**src/hw/power_loss_pkg.sv**
```systemverilog
// constants for the power loss recovery controller
package power_loss_pkg;
  localparam int unsigned CLK_HZ        = 125000000;
  localparam int unsigned WINDOW_S      = 30;
  localparam longint unsigned WINDOW_CYC = longint'(WINDOW_S) * longint'(CLK_HZ);
  localparam int unsigned FILTER_CYC    = 4;
  localparam int unsigned BTN_HOLD_CYC  = 2;

  // register byte offsets
  localparam logic [7:0] OFF_CTRL   = 8'h00;
  localparam logic [7:0] OFF_STATUS = 8'h04;
  localparam logic [7:0] OFF_IRQ    = 8'h08;
  localparam logic [7:0] OFF_MASK   = 8'h0c;

  // ctrl fields
  localparam int unsigned CTRL_MODE_LSB  = 0;
  localparam int unsigned CTRL_RUN_BIT   = 2;
  localparam int unsigned CTRL_LAST_BIT  = 3;
  localparam logic [31:0] CTRL_RESET     = 32'h0000_0004;

  // status fields
  localparam int unsigned ST_SBY_BIT     = 0;
  localparam int unsigned ST_GOOD_BIT    = 1;
  localparam int unsigned ST_ON_BIT      = 2;
  localparam int unsigned ST_MON_BIT     = 3;
  localparam int unsigned ST_LOSS_BIT    = 4;

  // interrupt event bits
  localparam int unsigned EV_ORDERLY     = 0;
  localparam int unsigned EV_LOSS        = 1;
  localparam int unsigned EV_RESTORE     = 2;
  localparam int unsigned EV_BUTTON      = 3;
  localparam int unsigned EV_W           = 4;

  localparam logic [1:0] RESP_OKAY   = 2'b00;
  localparam logic [1:0] RESP_SLVERR = 2'b10;

  typedef enum logic [1:0] {
    MODE_TURN_ON,
    MODE_REMAIN_OFF,
    MODE_LAST_STATE
  } mode_e;

  typedef enum logic [1:0] {
    PS_ON,
    PS_WATCH,
    PS_OFF,
    PS_LOST
  } pwr_state_e;
endpackage : power_loss_pkg

```
**src/hw/power_loss_recovery_control.sv**
```systemverilog
// power loss recovery controller with axi4-lite registers
`timescale 1ns/1ps
module power_loss_recovery_control
  import power_loss_pkg::*;
#(
  parameter longint unsigned WINDOW_CYCLES = power_loss_pkg::WINDOW_CYC,
  parameter int unsigned     FILTER_LEN    = power_loss_pkg::FILTER_CYC
)(
  input  wire logic        clk,
  input  wire logic        rst,
  input  wire logic        clk_en,
  input  wire logic        standby_present,
  input  wire logic        supply_good_in,
  input  wire logic        operator_button_n,
  input  wire logic        sby_rail_fitted,
  output logic             supply_enable_n,
  output logic             irq,
  input  wire logic [7:0]  s_axi_awaddr,
  input  wire logic        s_axi_awvalid,
  output logic             s_axi_awready,
  input  wire logic [31:0] s_axi_wdata,
  input  wire logic [3:0]  s_axi_wstrb,
  input  wire logic        s_axi_wvalid,
  output logic             s_axi_wready,
  output logic [1:0]       s_axi_bresp,
  output logic             s_axi_bvalid,
  input  wire logic        s_axi_bready,
  input  wire logic [7:0]  s_axi_araddr,
  input  wire logic        s_axi_arvalid,
  output logic             s_axi_arready,
  output logic [31:0]      s_axi_rdata,
  output logic [1:0]       s_axi_rresp,
  output logic             s_axi_rvalid,
  input  wire logic        s_axi_rready
);
  import power_loss_pkg::*;

  // the filter counter is eight bits wide
  if (WINDOW_CYCLES < 2 || FILTER_LEN < 1 || FILTER_LEN > 255)
  begin : g_bad_params
    $error("power_loss_recovery_control: bad parameters");
  end

  ////////////////////////////////////////////////////////////////////////
  // standby filter
  logic       sby_meta_q;
  logic       sby_sync_q;
  logic       sby_filt_q;
  logic [7:0] filt_cnt_q;

  always_ff @(posedge clk)
  begin
    if (rst)
    begin
      sby_meta_q <= 1'b0;
      sby_sync_q <= 1'b0;
    end
    else if (clk_en)
    begin
      sby_meta_q <= standby_present;
      sby_sync_q <= sby_meta_q;
    end
  end

  // a glitch shorter than the filter never reaches the timer
  always_ff @(posedge clk)
  begin
    if (rst)
    begin
      sby_filt_q <= 1'b0;
      filt_cnt_q <= 8'h00;
    end
    else if (clk_en)
    begin
      if (sby_sync_q == sby_filt_q)
        filt_cnt_q <= 8'h00;
      else if (filt_cnt_q == 8'(FILTER_LEN - 1))
      begin
        sby_filt_q <= sby_sync_q;
        filt_cnt_q <= 8'h00;
      end
      else
        filt_cnt_q <= filt_cnt_q + 8'h01;
    end
  end

  ////////////////////////////////////////////////////////////////////////
  // button edge
  logic btn_q;
  logic btn_press;

  always_ff @(posedge clk)
  begin
    if (rst)
      btn_q <= 1'b1;
    else if (clk_en)
      btn_q <= operator_button_n;
  end

  assign btn_press = btn_q && !operator_button_n;

  ////////////////////////////////////////////////////////////////////////
  // retained settings; reset is only the host-side reset, a true loss
  // of all power is modelled by the standby input, so these survive it, except run_req_q, which is reloaded on restore from mode_q, last_on_q and sby_rail_fitted
  logic [1:0] mode_q;
  logic       run_req_q;
  logic       last_on_q;
  logic [EV_W-1:0] ev_q;
  logic [EV_W-1:0] mask_q;

  ////////////////////////////////////////////////////////////////////////
  // sequencer
  pwr_state_e        st_q;
  logic [63:0]       win_cnt_q;
  logic              loss_flag_q;
  logic [EV_W-1:0]   ev_set;
  logic              mode_last;

  assign mode_last = (mode_q == 2'(MODE_LAST_STATE));

  always_ff @(posedge clk)
  begin
    if (rst)
    begin
      st_q        <= PS_OFF;
      win_cnt_q   <= 64'h0;
      loss_flag_q <= 1'b0;
      last_on_q   <= 1'b0;
    end
    else if (clk_en)
    begin
      unique case (st_q)
        PS_ON:
        begin
          if (!sby_filt_q)
          begin
            st_q        <= PS_LOST;
            loss_flag_q <= 1'b1;
            last_on_q   <= 1'b1;
          end
          else if (!run_req_q)
          begin
            // last state may still read on until window passes
            st_q      <= mode_last ? PS_WATCH : PS_OFF;
            win_cnt_q <= 64'h0;
          end
        end
        PS_WATCH:
        begin
          if (!sby_filt_q)
          begin
            st_q        <= PS_LOST;
            loss_flag_q <= 1'b1;
          end
          else if (win_cnt_q == WINDOW_CYCLES - 1)
          begin
            st_q      <= PS_OFF;
            last_on_q <= 1'b0;
          end
          else
            win_cnt_q <= win_cnt_q + 64'h1;
          if (run_req_q && sby_filt_q)
            st_q <= PS_ON;
        end
        PS_OFF:
        begin
          if (!sby_filt_q)
          begin
            st_q        <= PS_LOST;
            loss_flag_q <= 1'b1;
          end
          else if (run_req_q)
          begin
            st_q      <= PS_ON;
            last_on_q <= 1'b1;
          end
        end
        PS_LOST:
        begin
          if (sby_filt_q)
          begin
            loss_flag_q <= 1'b0;
            if (!sby_rail_fitted)
              st_q <= PS_OFF;
            else if (mode_q == 2'(MODE_TURN_ON))
              st_q <= PS_ON;
            else if (mode_q == 2'(MODE_REMAIN_OFF))
              st_q <= PS_OFF;
            else
              st_q <= last_on_q ? PS_ON : PS_OFF;
          end
        end
      endcase
    end
  end

  // suspend output low means run
  always_ff @(posedge clk)
  begin
    if (rst)
      supply_enable_n <= 1'b1;
    else if (clk_en)
      supply_enable_n <= !(st_q == PS_ON && sby_filt_q);
  end

  always_comb
  begin
    ev_set = '0;
    if (clk_en && st_q == PS_WATCH && sby_filt_q && win_cnt_q == WINDOW_CYCLES - 1)
      ev_set[EV_ORDERLY] = 1'b1;
    if (clk_en && st_q != PS_LOST && !sby_filt_q)
      ev_set[EV_LOSS] = 1'b1;
    if (clk_en && st_q == PS_LOST && sby_filt_q)
      ev_set[EV_RESTORE] = 1'b1;
    if (clk_en && btn_press)
      ev_set[EV_BUTTON] = 1'b1;
  end

  ////////////////////////////////////////////////////////////////////////
  // axi4-lite slave
  logic        aw_q;
  logic        w_q;
  logic [7:0]  awaddr_q;
  logic [31:0] wdata_q;
  logic [3:0]  wstrb_q;
  logic        do_write;
  logic        wr_hit;

  assign s_axi_awready = !aw_q && !s_axi_bvalid;
  assign s_axi_wready  = !w_q && !s_axi_bvalid;
  assign s_axi_arready = !s_axi_rvalid;
  assign do_write      = aw_q && w_q && !s_axi_bvalid;
  assign wr_hit        = awaddr_q == OFF_CTRL || awaddr_q == OFF_IRQ || awaddr_q == OFF_MASK;

  always_ff @(posedge clk)
  begin
    if (rst)
    begin
      aw_q         <= 1'b0;
      w_q          <= 1'b0;
      awaddr_q     <= 8'h00;
      wdata_q      <= 32'h0;
      wstrb_q      <= 4'h0;
      s_axi_bvalid <= 1'b0;
      s_axi_bresp  <= RESP_OKAY;
    end
    else if (clk_en)
    begin
      if (s_axi_awvalid && s_axi_awready)
      begin
        aw_q     <= 1'b1;
        awaddr_q <= {s_axi_awaddr[7:2], 2'b00};
      end
      if (s_axi_wvalid && s_axi_wready)
      begin
        w_q     <= 1'b1;
        wdata_q <= s_axi_wdata;
        wstrb_q <= s_axi_wstrb;
      end
      if (do_write)
      begin
        aw_q         <= 1'b0;
        w_q          <= 1'b0;
        s_axi_bvalid <= 1'b1;
        s_axi_bresp  <= wr_hit ? RESP_OKAY : RESP_SLVERR;
      end
      else if (s_axi_bvalid && s_axi_bready)
        s_axi_bvalid <= 1'b0;
    end
  end

  // control and mask registers
  always_ff @(posedge clk)
  begin
    if (rst)
    begin
      mode_q    <= CTRL_RESET[CTRL_MODE_LSB +: 2];
      run_req_q <= CTRL_RESET[CTRL_RUN_BIT];
      mask_q    <= '0;
    end
    else if (clk_en)
    begin
      if (btn_press)
        run_req_q <= !run_req_q;
      if (st_q == PS_LOST && sby_filt_q)
        run_req_q <= sby_rail_fitted && (mode_q == 2'(MODE_TURN_ON) ||
                     (mode_q == 2'(MODE_LAST_STATE) && last_on_q));
      if (do_write && wstrb_q[0])
      begin
        if (awaddr_q == OFF_CTRL)
        begin
          // illegal mode code 3 ignored
          if (wdata_q[CTRL_MODE_LSB +: 2] != 2'b11)
            mode_q <= wdata_q[CTRL_MODE_LSB +: 2];
          run_req_q <= wdata_q[CTRL_RUN_BIT];
        end
        if (awaddr_q == OFF_MASK)
          mask_q <= wdata_q[EV_W-1:0];
      end
    end
  end

  // sticky events; a set in the clearing cycle wins
  always_ff @(posedge clk)
  begin
    if (rst)
      ev_q <= '0;
    else if (clk_en)
    begin
      if (do_write && wstrb_q[0] && awaddr_q == OFF_IRQ)
        ev_q <= (ev_q & ~wdata_q[EV_W-1:0]) | ev_set;
      else
        ev_q <= ev_q | ev_set;
    end
  end

  assign irq = |(ev_q & mask_q);

  // read side
  logic [31:0] rd_word;
  logic        rd_hit;

  always_comb
  begin
    rd_word = 32'h0;
    rd_hit  = 1'b1;
    unique case ({s_axi_araddr[7:2], 2'b00})
      OFF_CTRL:
      begin
        rd_word[CTRL_MODE_LSB +: 2] = mode_q;
        rd_word[CTRL_RUN_BIT]       = run_req_q;
        rd_word[CTRL_LAST_BIT]      = last_on_q;
      end
      OFF_STATUS:
      begin
        rd_word[ST_SBY_BIT]  = sby_filt_q;
        rd_word[ST_GOOD_BIT] = supply_good_in;
        rd_word[ST_ON_BIT]   = !supply_enable_n;
        rd_word[ST_MON_BIT]  = st_q == PS_WATCH;
        rd_word[ST_LOSS_BIT] = loss_flag_q;
      end
      OFF_IRQ:  rd_word[EV_W-1:0] = ev_q;
      OFF_MASK: rd_word[EV_W-1:0] = mask_q;
      default:  rd_hit = 1'b0;
    endcase
  end

  always_ff @(posedge clk)
  begin
    if (rst)
    begin
      s_axi_rvalid <= 1'b0;
      s_axi_rdata  <= 32'h0;
      s_axi_rresp  <= RESP_OKAY;
    end
    else if (clk_en)
    begin
      if (s_axi_arvalid && s_axi_arready)
      begin
        s_axi_rvalid <= 1'b1;
        s_axi_rdata  <= rd_word;
        s_axi_rresp  <= rd_hit ? RESP_OKAY : RESP_SLVERR;
      end
      else if (s_axi_rvalid && s_axi_rready)
        s_axi_rvalid <= 1'b0;
    end
  end
endmodule : power_loss_recovery_control

```
**config.mk**
```make
export PLATFORM = sky130hd
export DESIGN_NAME = power_loss_recovery_control
export DESIGN_NICKNAME = d
export VERILOG_FILES = /design/src/hw/power_loss_pkg.sv /design/src/hw/power_loss_recovery_control.sv
export SDC_FILE = /design/constraint.sdc
export NUM_CORES = 1
export LEC_CHECK = 0
export BUFFER_PORTS_ARGS = -buffer_cell sky130_fd_sc_hd__clkbuf_2
export CAP_MARGIN = 10
export CORE_MARGIN = 5
export CORE_UTILIZATION = 56
export DETAILED_ROUTE_END_ITERATION = 12
export PLACE_DENSITY_LB_ADDON = 0.15
export SLEW_MARGIN = 30
export SYNTH_ARGS = -nofsm -noshare
export SYNTH_HDL_FRONTEND = slang
export SYNTH_SLANG_ARGS = --single-unit
```
**constraint.sdc**
```tcl
create_clock -name clk -period 3.23 [get_ports clk]
set_input_delay 0.646 -clock clk [delete_from_list [all_inputs] [get_ports clk]]
set_output_delay 0.646 -clock clk [all_outputs]
set_load 0.01 [all_outputs]
```
==> results.py, run 1 <==
metrics = {
    "clock_tree": {
        "root_buffer": "clkbuf_8",
        "clkSinkCount": 114,
        "clock_latency_ns": 0.54,
        "ctsHtreeMaxLevel": 4,
        "cts-buffers-inserted": 17,
        "cts_post_setup_buffers_inserted": 0,
        "path_clk_slew_ns": 0.06,
        "cts_buffer_depth": 2,
        "postCtsHoldBufs": 0,
        "cts_tree": "built",
        "post_cts_resized": 0,
    },
    "global_route": {
        "overflow": 0,
        "grt_max_degree": 29,
        "grt_pass1_wl_um": 22300,
        "grt_pass1_vias": 4891,
        "antenna_found_initial": 0,
        "track_usage_pct": 21.7,
    },
    "critical_path": {
        "slowest_delay_ns": 0.60,
        "timing.rr.start": "win_cnt_q[0]",
        "critPathLaunchType": "flop",
        "crit_start": "win_cnt_q[0]",
        "worst_path_most_repeated_cell": "a2111oi_0",
        "cp_max_fo": 6,
        "reg2reg_depth": 7,
        "cp_data_required_time_ns": 3.62,
        "setup.worst_path.end": "st_q[0]",
        "path_cells": "ha_1, and4_1, nand4_1, nor4_2, a2111oi_0, a2111oi_0, a211oi_1",
        "cp.arrival_ns": 3.10,
        "critPathSlowestCell": "a2111oi_0",
        "ff2ff_setup_slack_ns": 0.52,
        "cp-end-kind": "flop",
        "worst-setup-path-type": "reg2reg",
        "worstReg2RegEnd": "st_q[0]",
    },
    "drt": {
        "wl_um": 12900,
        "drt-pass1-iter-count": 5,
        "num_vias": 4998,
        "drt-wirelength-per-cell_um": 14.8,
        "dr.first_iter.drc_count": 295,
        "routed_via_density": 5.74,
        "ant_nets": 0,
        "drc_errors": 0,
    },
    "die": {
        "initial_utilization_pct": 56.5,
        "num_rows": 37,
        "fp.dieW_um": 111,
        "core-area_sq_mm": 0.0101,
        "fp.dieArea_sq_mm": 0.0124,
        "die_h_um": 111,
        "pin_count": 107,
    },
    "final_layout": {
        "regArea_sq_mm": 0.00228,
        "layout.nets": 788,
        "area_growth_pct": 14.6,
        "multi_input_area_sq_mm": 0.00316,
        "fillerInstances": 839,
        "num_antenna_cells": 0,
        "finalNonFillerCells": 871,
        "drive_gt1_share_pct": 14.4,
    },
    "timing": {
        "fin_worst_skew_ns": 0.00661,
        "period_share_pct": 83.9,
        "setup_viol": 0,
        "max_slew.worst_pin.slew_ns": 0.676,
        "timing.final.crit_period_ns": 2.71,
        "fmax_mhz": 369,
        "hold_viol": 0,
        "slew_headroom_pct": 54.3,
        "drv_slew": 0,
        "rsz0062_at_grt": "no",
        "setup_tns_ns": 0,
    },
    "pwr": {
        "power_mw": 3.57,
        "vdd_ir_drop_max_mv": 0.412,
        "swShare_pct": 22.8,
        "power.switching_mw": 0.814,
        "p_leak_nw": 2.44,
        "pwr-share-comb_pct": 4.5,
        "clkPwrFrac_pct": 54.8,
        "powerDensity_mw_per_mm2": 543,
        "p_int_mw": 2.75,
        "pwr-share-seq_pct": 40.7,
    },
    "place": {
        "portBuffers": 42,
        "dp_cells": 839,
        "dp_hpwl_um": 9080,
        "place.gp.congestion": 0.835,
    },
    "hold_path": {
        "min_from": "operator_button_n",
        "hold-path-cell-count": 2,
        "hold_class": "in2reg",
    },
    "yosys": {
        "synthFlopType": "dfxtp_1",
        "synth_enable_flop_cells": 0,
        "ys_seq_area_share_pct": 39.8,
        "synthCells": 684,
        "synth_top_family_by_area": "simple AND/OR/NAND/NOR gates",
        "muxShareOfSynthArea_pct": 4.91,
        "ys_ff_latch": 114,
        "ys_warn_count": 0,
        "post_synth.cell_area_avg_sq_um": 8.38,
        "synthSimpleGateAreaFrac_pct": 29.8,
        "synthesis.area_sq_mm": 0.00573,
        "synth_compound_gate_area_share_pct": 12.3,
        "synthXorXnorAreaFrac_pct": 5.81,
        "synth_fa_ha_area_share_pct": 0.437,
        "async_flop_share_pct": 0,
        "yosysUniqueCellTypes": 56,
    },
    "job": {
        "drv_cap": 0,
    },
    "outcome": {
        "status": "complete, no violations",
    },
}
-- critical path, delay by kind of cell, from the launching register on --
kind,cells,cell delay [ns]
adder cells (fa/ha/maj),1,0.27
flip-flops,1,0.37
AND/OR/NAND/NOR,3,0.96
AO/OA/AOI/OAI,3,0.96
-- cell type report --
class                           count  share of cell area [%]
Clock buffer                       17                    6.30
Clock inverter                     15                    3.16
Inverter                           11                   0.628
Tap cell                          136                    2.59
Timing Repair Buffer               51                    4.42
Multi-Input combinational cell    527                    48.2
Sequential cell                   114                    34.7
-- how the worst min path moves through the flow --
stage                         to  slack [ns]
CTS                        btn_q        0.31
finish                     btn_q        0.33
global placement    win_cnt_q[1]        0.45
global route               btn_q        0.32
detailed placement   loss_flag_q        0.46
floorplan            loss_flag_q        0.44
-- sequential cells by signal, summed over array words and instances, names as in the netlist, 2 cells and up --
signal,count
win_cnt_q,64
filt_cnt_q,8
awaddr_q,6
s_axi_rdata,5
ev_q,4
mask_q,4
wdata_q,4
mode_q,2
st_q,2
-- cell families after synthesis --
kind of cell,after synthesis
adder cells (fa/ha/maj),2
XOR/XNOR,38
AO/OA/AOI/OAI,117
AND/OR/NAND/NOR,318
flip-flops,114
buffers and inverters,71
other,1
multiplexers,23
-- placed cells by master, fill, tap and decap left out, types with 3 or more instances in the layout --
cell / netlist / layout
a22oi_1: 6 / 6
o31ai_1: 6 / 6
a21bo_2: 4 / 4
clkbuf_16: 0 / 16
and3_1: 14 / 14
a211o_1: 4 / 4
a211oi_1: 3 / 3
clkinv_4: 0 / 3
mux4_2: 4 / 4
nand2_1: 44 / 44
xnor2_1: 17 / 17
o21ai_0: 30 / 30
or4_1: 12 / 12
clkbuf_2: 0 / 42
dfxtp_1: 114 / 114
a21o_1: 4 / 3
conb_1: 1 / 29
a21oi_1: 47 / 47
buf_4: 30 / 8
nand2b_1: 5 / 5
nand4_1: 24 / 24
nor2b_1: 4 / 4
xor2_1: 21 / 21
and2_2: 5 / 5
inv_1: 11 / 11
nand3_1: 40 / 40
and4_1: 6 / 6
inv_6: 0 / 3
nor3_1: 11 / 11
or3_1: 27 / 27
nor4b_1: 6 / 6
nor4_1: 14 / 14
nor3b_1: 3 / 3
o211ai_1: 4 / 4
mux2i_1: 18 / 18
nand4b_1: 4 / 4
bufinv_16: 0 / 4
clkinvlp_4: 0 / 4
nor2_1: 87 / 87
-- synth_stat cells, drive strengths merged (2+ instances only) --
library cell	number	area, sq um
nor3	11	55.1
a21oi	47	235
nor2b	4	25.0
inv	11	41.3
a21bo	4	40.0
or4	13	101
and4	8	73.8
and2	8	56.3
buf	38	268
nor4	15	100
mux4	4	90.1
mux2i	18	180
o31ai	6	45.0
clkbuf	22	82.6
nor3b	3	22.5
o211ai	4	30.0
and3	14	87.6
a2111oi	2	17.5
a21o	4	30.0
nand2b	5	31.3
nand4	25	171
or3	27	169
nand2	44	165
o21ai	30	150
a211oi	3	22.5
a211o	4	35.0
nand3	40	200
or4b	2	20.0
dfxtp	114	2280
nor4b	6	52.6
xnor2	17	149
o21a	2	15.0
ha	2	25.0
xor2	21	184
nand4b	4	35.0
nor2	87	327
a22oi	6	45.0
-- power groups by stage --
stage                     clock network [mW]  logic [mW]  registers [mW]
final                                   1.95       0.161            1.45
after global routing                    2.06       0.180            1.45
after CTS                               1.99       0.161            1.45
after detailed placement                   0       0.160            1.48
after global placement                     0       0.157            1.48
after floorplan                            0       0.145            1.47
-- routing by layer --
| metal | share of wire (%) | global-route usage (%) | vias up |
|---|---|---|---|
| li1 | - | - | 2499 |
| met1 | 44 | 26.1 | 2356 |
| met2 | 49 | 36.6 | 121 |
| met3 | 5.2 | 6.66 | 22 |
| met4 | 1.5 | 7.87 | 0 |
| met5 | 0 | 0 | - |
-- per-stage QoR --
| stage | cell area (sq um) | setup slack [ns] | util, % | hold WS [ns] |
|---|---|---|---|---|
| after detailed placement | 5950 | 0.446 | 58.7 | 0.458 |
| after CTS | 6570 | 0.581 | 64.8 | 0.314 |
| after global placement | 5950 | 0.458 | 58.7 | 0.451 |
| after global routing | 6570 | 0.351 | 64.8 | 0.320 |
| after floorplan | 5840 | 0.782 | - | 0.437 |
| final | 6570 | 0.518 | 64.8 | 0.333 |
Power figures use the tool's default switching activity.
==> inputs of run 2 (changes only) <==
--- a/config.mk
+++ b/config.mk
@@ -8,7 +8,7 @@
 export BUFFER_PORTS_ARGS = -buffer_cell sky130_fd_sc_hd__clkbuf_2
 export CAP_MARGIN = 10
 export CORE_MARGIN = 5
-export CORE_UTILIZATION = 56
+export CORE_UTILIZATION = 50
 export DETAILED_ROUTE_END_ITERATION = 12
 export PLACE_DENSITY_LB_ADDON = 0.15
 export SLEW_MARGIN = 30
==> constraint.sdc (replaced) <==
create_clock -name clk -period 2.4 [get_ports clk]
set_input_delay 0.48 -clock clk [delete_from_list [all_inputs] [get_ports clk]]
set_output_delay 0.48 -clock clk [all_outputs]
set_load 0.01 [all_outputs]
==> run 2 against run 1 <==
Effect of this change: global-route usage shrank 0.088 points; worst hold slack lost 0.038 ns; cell area grew 5.8%; core utilization shrank 3.4 points; via count grew 3.3%; combinational power grew 51%; die area grew 11%; sequential power grew 34%; sequential cell count is the same; sequential share of layout area shrank 1.8 points; worst setup slack lost 0.40 ns; wire length grew 6.7%; largest cell class unchanged.
==> results.py, run 2 (synthesis gave the netlist of run 1 again) <==
metrics = {
    "drt": {
        "dr.first_iter.drc_count": 269,
        "routed_via_density": 5.62,
        "drc_errors": 0,
        "num_vias": 5163,
        "dr.max_layer_used": "met4",
        "wl_met2_um": 6890,
        "drt-pass1-iter-count": 5,
        "ant_nets": 0,
        "wl_met3_um": 709,
        "drt-wirelength-per-cell_um": 15.0,
        "routedLengthMet1_um": 5950,
        "wl_um": 13800,
    },
    "clock_tree": {
        "cts-buffers-inserted": 17,
        "cts_buffer_depth": 2,
        "root_buffer": "clkbuf_16",
        "clkSinkCount": 114,
        "path_clk_slew_ns": 0.05,
        "cts_tree": "built",
        "ctsHtreeMaxLevel": 4,
        "clock_latency_ns": 0.42,
    },
    "place": {
        "postPlaceCellArea_sq_mm": 0.00628,
        "dp_hpwl_um": 9780,
        "place.gp.congestion": 0.851,
        "portBuffers": 42,
        "dp_cells": 886,
        "pre_cts_ws_ns": -0.0573,
    },
    "critical_path": {
        "cp_max_fo": 9,
        "critPathLaunchType": "flop",
        "cp_data_required_time_ns": 2.74,
        "cp.arrival_ns": 2.63,
        "cp-end-kind": "flop",
        "worst-setup-path-type": "reg2reg",
        "reg2reg_depth": 6,
    },
    "final_layout": {
        "largest_register_ffs": 64,
        "area_growth_pct": 21.2,
        "layout.nets": 829,
        "final_common_cell": "dfxtp_1",
        "layout_common_cells": "dfxtp_1 (109), nor2_1 (86), a21oi_1 (47), buf_4 (47), nand2_1 (44)",
        "top_register": "win_cnt_q",
        "top_regs": "win_cnt_q: 64 flops, filt_cnt_q: 8 flops, awaddr_q: 6 flops",
        "final_area_sq_mm": 0.00695,
        "finalNonFillerCells": 919,
        "num_antenna_cells": 0,
        "drive_gt1_share_pct": 19.6,
    },
    "outcome": {
        "status": "complete, no violations",
    },
    "global_route": {
        "overflow": 0,
        "track_usage_pct": 21.6,
        "grt_max_degree": 45,
        "antenna_found_initial": 0,
        "grt_pass1_wl_um": 23400,
        "grt_pass1_vias": 5097,
    },
    "pwr": {
        "p_leak_nw": 2.69,
        "powerDensity_mw_per_mm2": 695,
        "power_mw": 4.83,
        "vdd_ir_drop_max_mv": 0.624,
    },
    "hold_path": {
        "hold_class": "in2reg",
        "hold-path-cell-count": 2,
    },
    "timing": {
        "max_slew.worst_pin.slew_ns": 0.633,
        "fmax_mhz": 438,
        "hold_viol": 0,
        "rsz0062_at_grt": "no",
        "finalHoldWorstSlack_ns": 0.295,
        "drv_slew": 0,
        "slew_headroom_pct": 57.8,
        "fin_ws_ns": 0.115,
        "period_share_pct": 95.2,
        "fin_worst_skew_ns": 0.00664,
        "setup_viol": 0,
        "timing.final.crit_period_ns": 2.28,
    },
    "die": {
        "die_h_um": 117,
        "fp.dieArea_sq_mm": 0.0137,
        "num_rows": 39,
        "fp.dieW_um": 117,
        "core-area_sq_mm": 0.0113,
        "pin_count": 107,
        "initial_utilization_pct": 50.6,
    },
    "job": {
        "drv_cap": 0,
    },
}
-- run 2: path summary, 6_finish.rpt --
path | slack (ns) | startpoint | end
setup / recovery | 0.12 | win_cnt_q[4] | win_cnt_q[61]
hold / removal | 0.30 | operator_button_n | btn_q
setup reg to reg | 0.12 | win_cnt_q[4] | win_cnt_q[61]
hold reg to reg | 0.47 | loss_flag_q | loss_flag_q
-- run 2: critical path: stages, from the launching register on --
cell and delay (ns):
dfxtp_1 0.36, and4_4 0.24, and4_4 0.24, nand4_4 0.10, or4_4 0.61, or4_1 0.49
a21oi_1 0.16
-- run 2: through the flow --
step,TNS [ns],util [%]
after floorplan,0,-
after global placement,-0.0337,55.5
after detailed placement,-0.178,55.5
after CTS,0,61.0
after global routing,0,61.4
final,0,61.4
-- run 2: layout make-up --
type	instances	area, sq um
clock buffers	23	468
clock inverters	9	154
fillers	985	4370
inverters	11	41.3
multi-input cells	527	3200
flip-flops and latches	114	2290
well taps	143	179
repair buffers	92	623
-- run 2: timing repair --
action,CTS,global route
resized for setup,0,12
endpoints found under the setup margin,0,35
hold buffers,0,0
setup buffers,0,1
endpoints found under the hold margin,0,0
-- run 2: report_power, final --
part / switching (mW) / total, mW / internal [mW]
clock: 0.856 / 2.64 / 1.79
sequential: 0.0218 / 1.95 / 1.92
combinational: 0.144 / 0.243 / 0.0991
-- run 2: metal layers --
| layer | vias to the layer above | GRT usage, % |
|---|---|---|
| met2 | 130 | 36.6 |
| met3 | 22 | 7.30 |
| met1 | 2441 | 25.3 |
| met4 | 0 | 8.56 |
| li1 | 2570 | - |
| met5 | - | 0 |
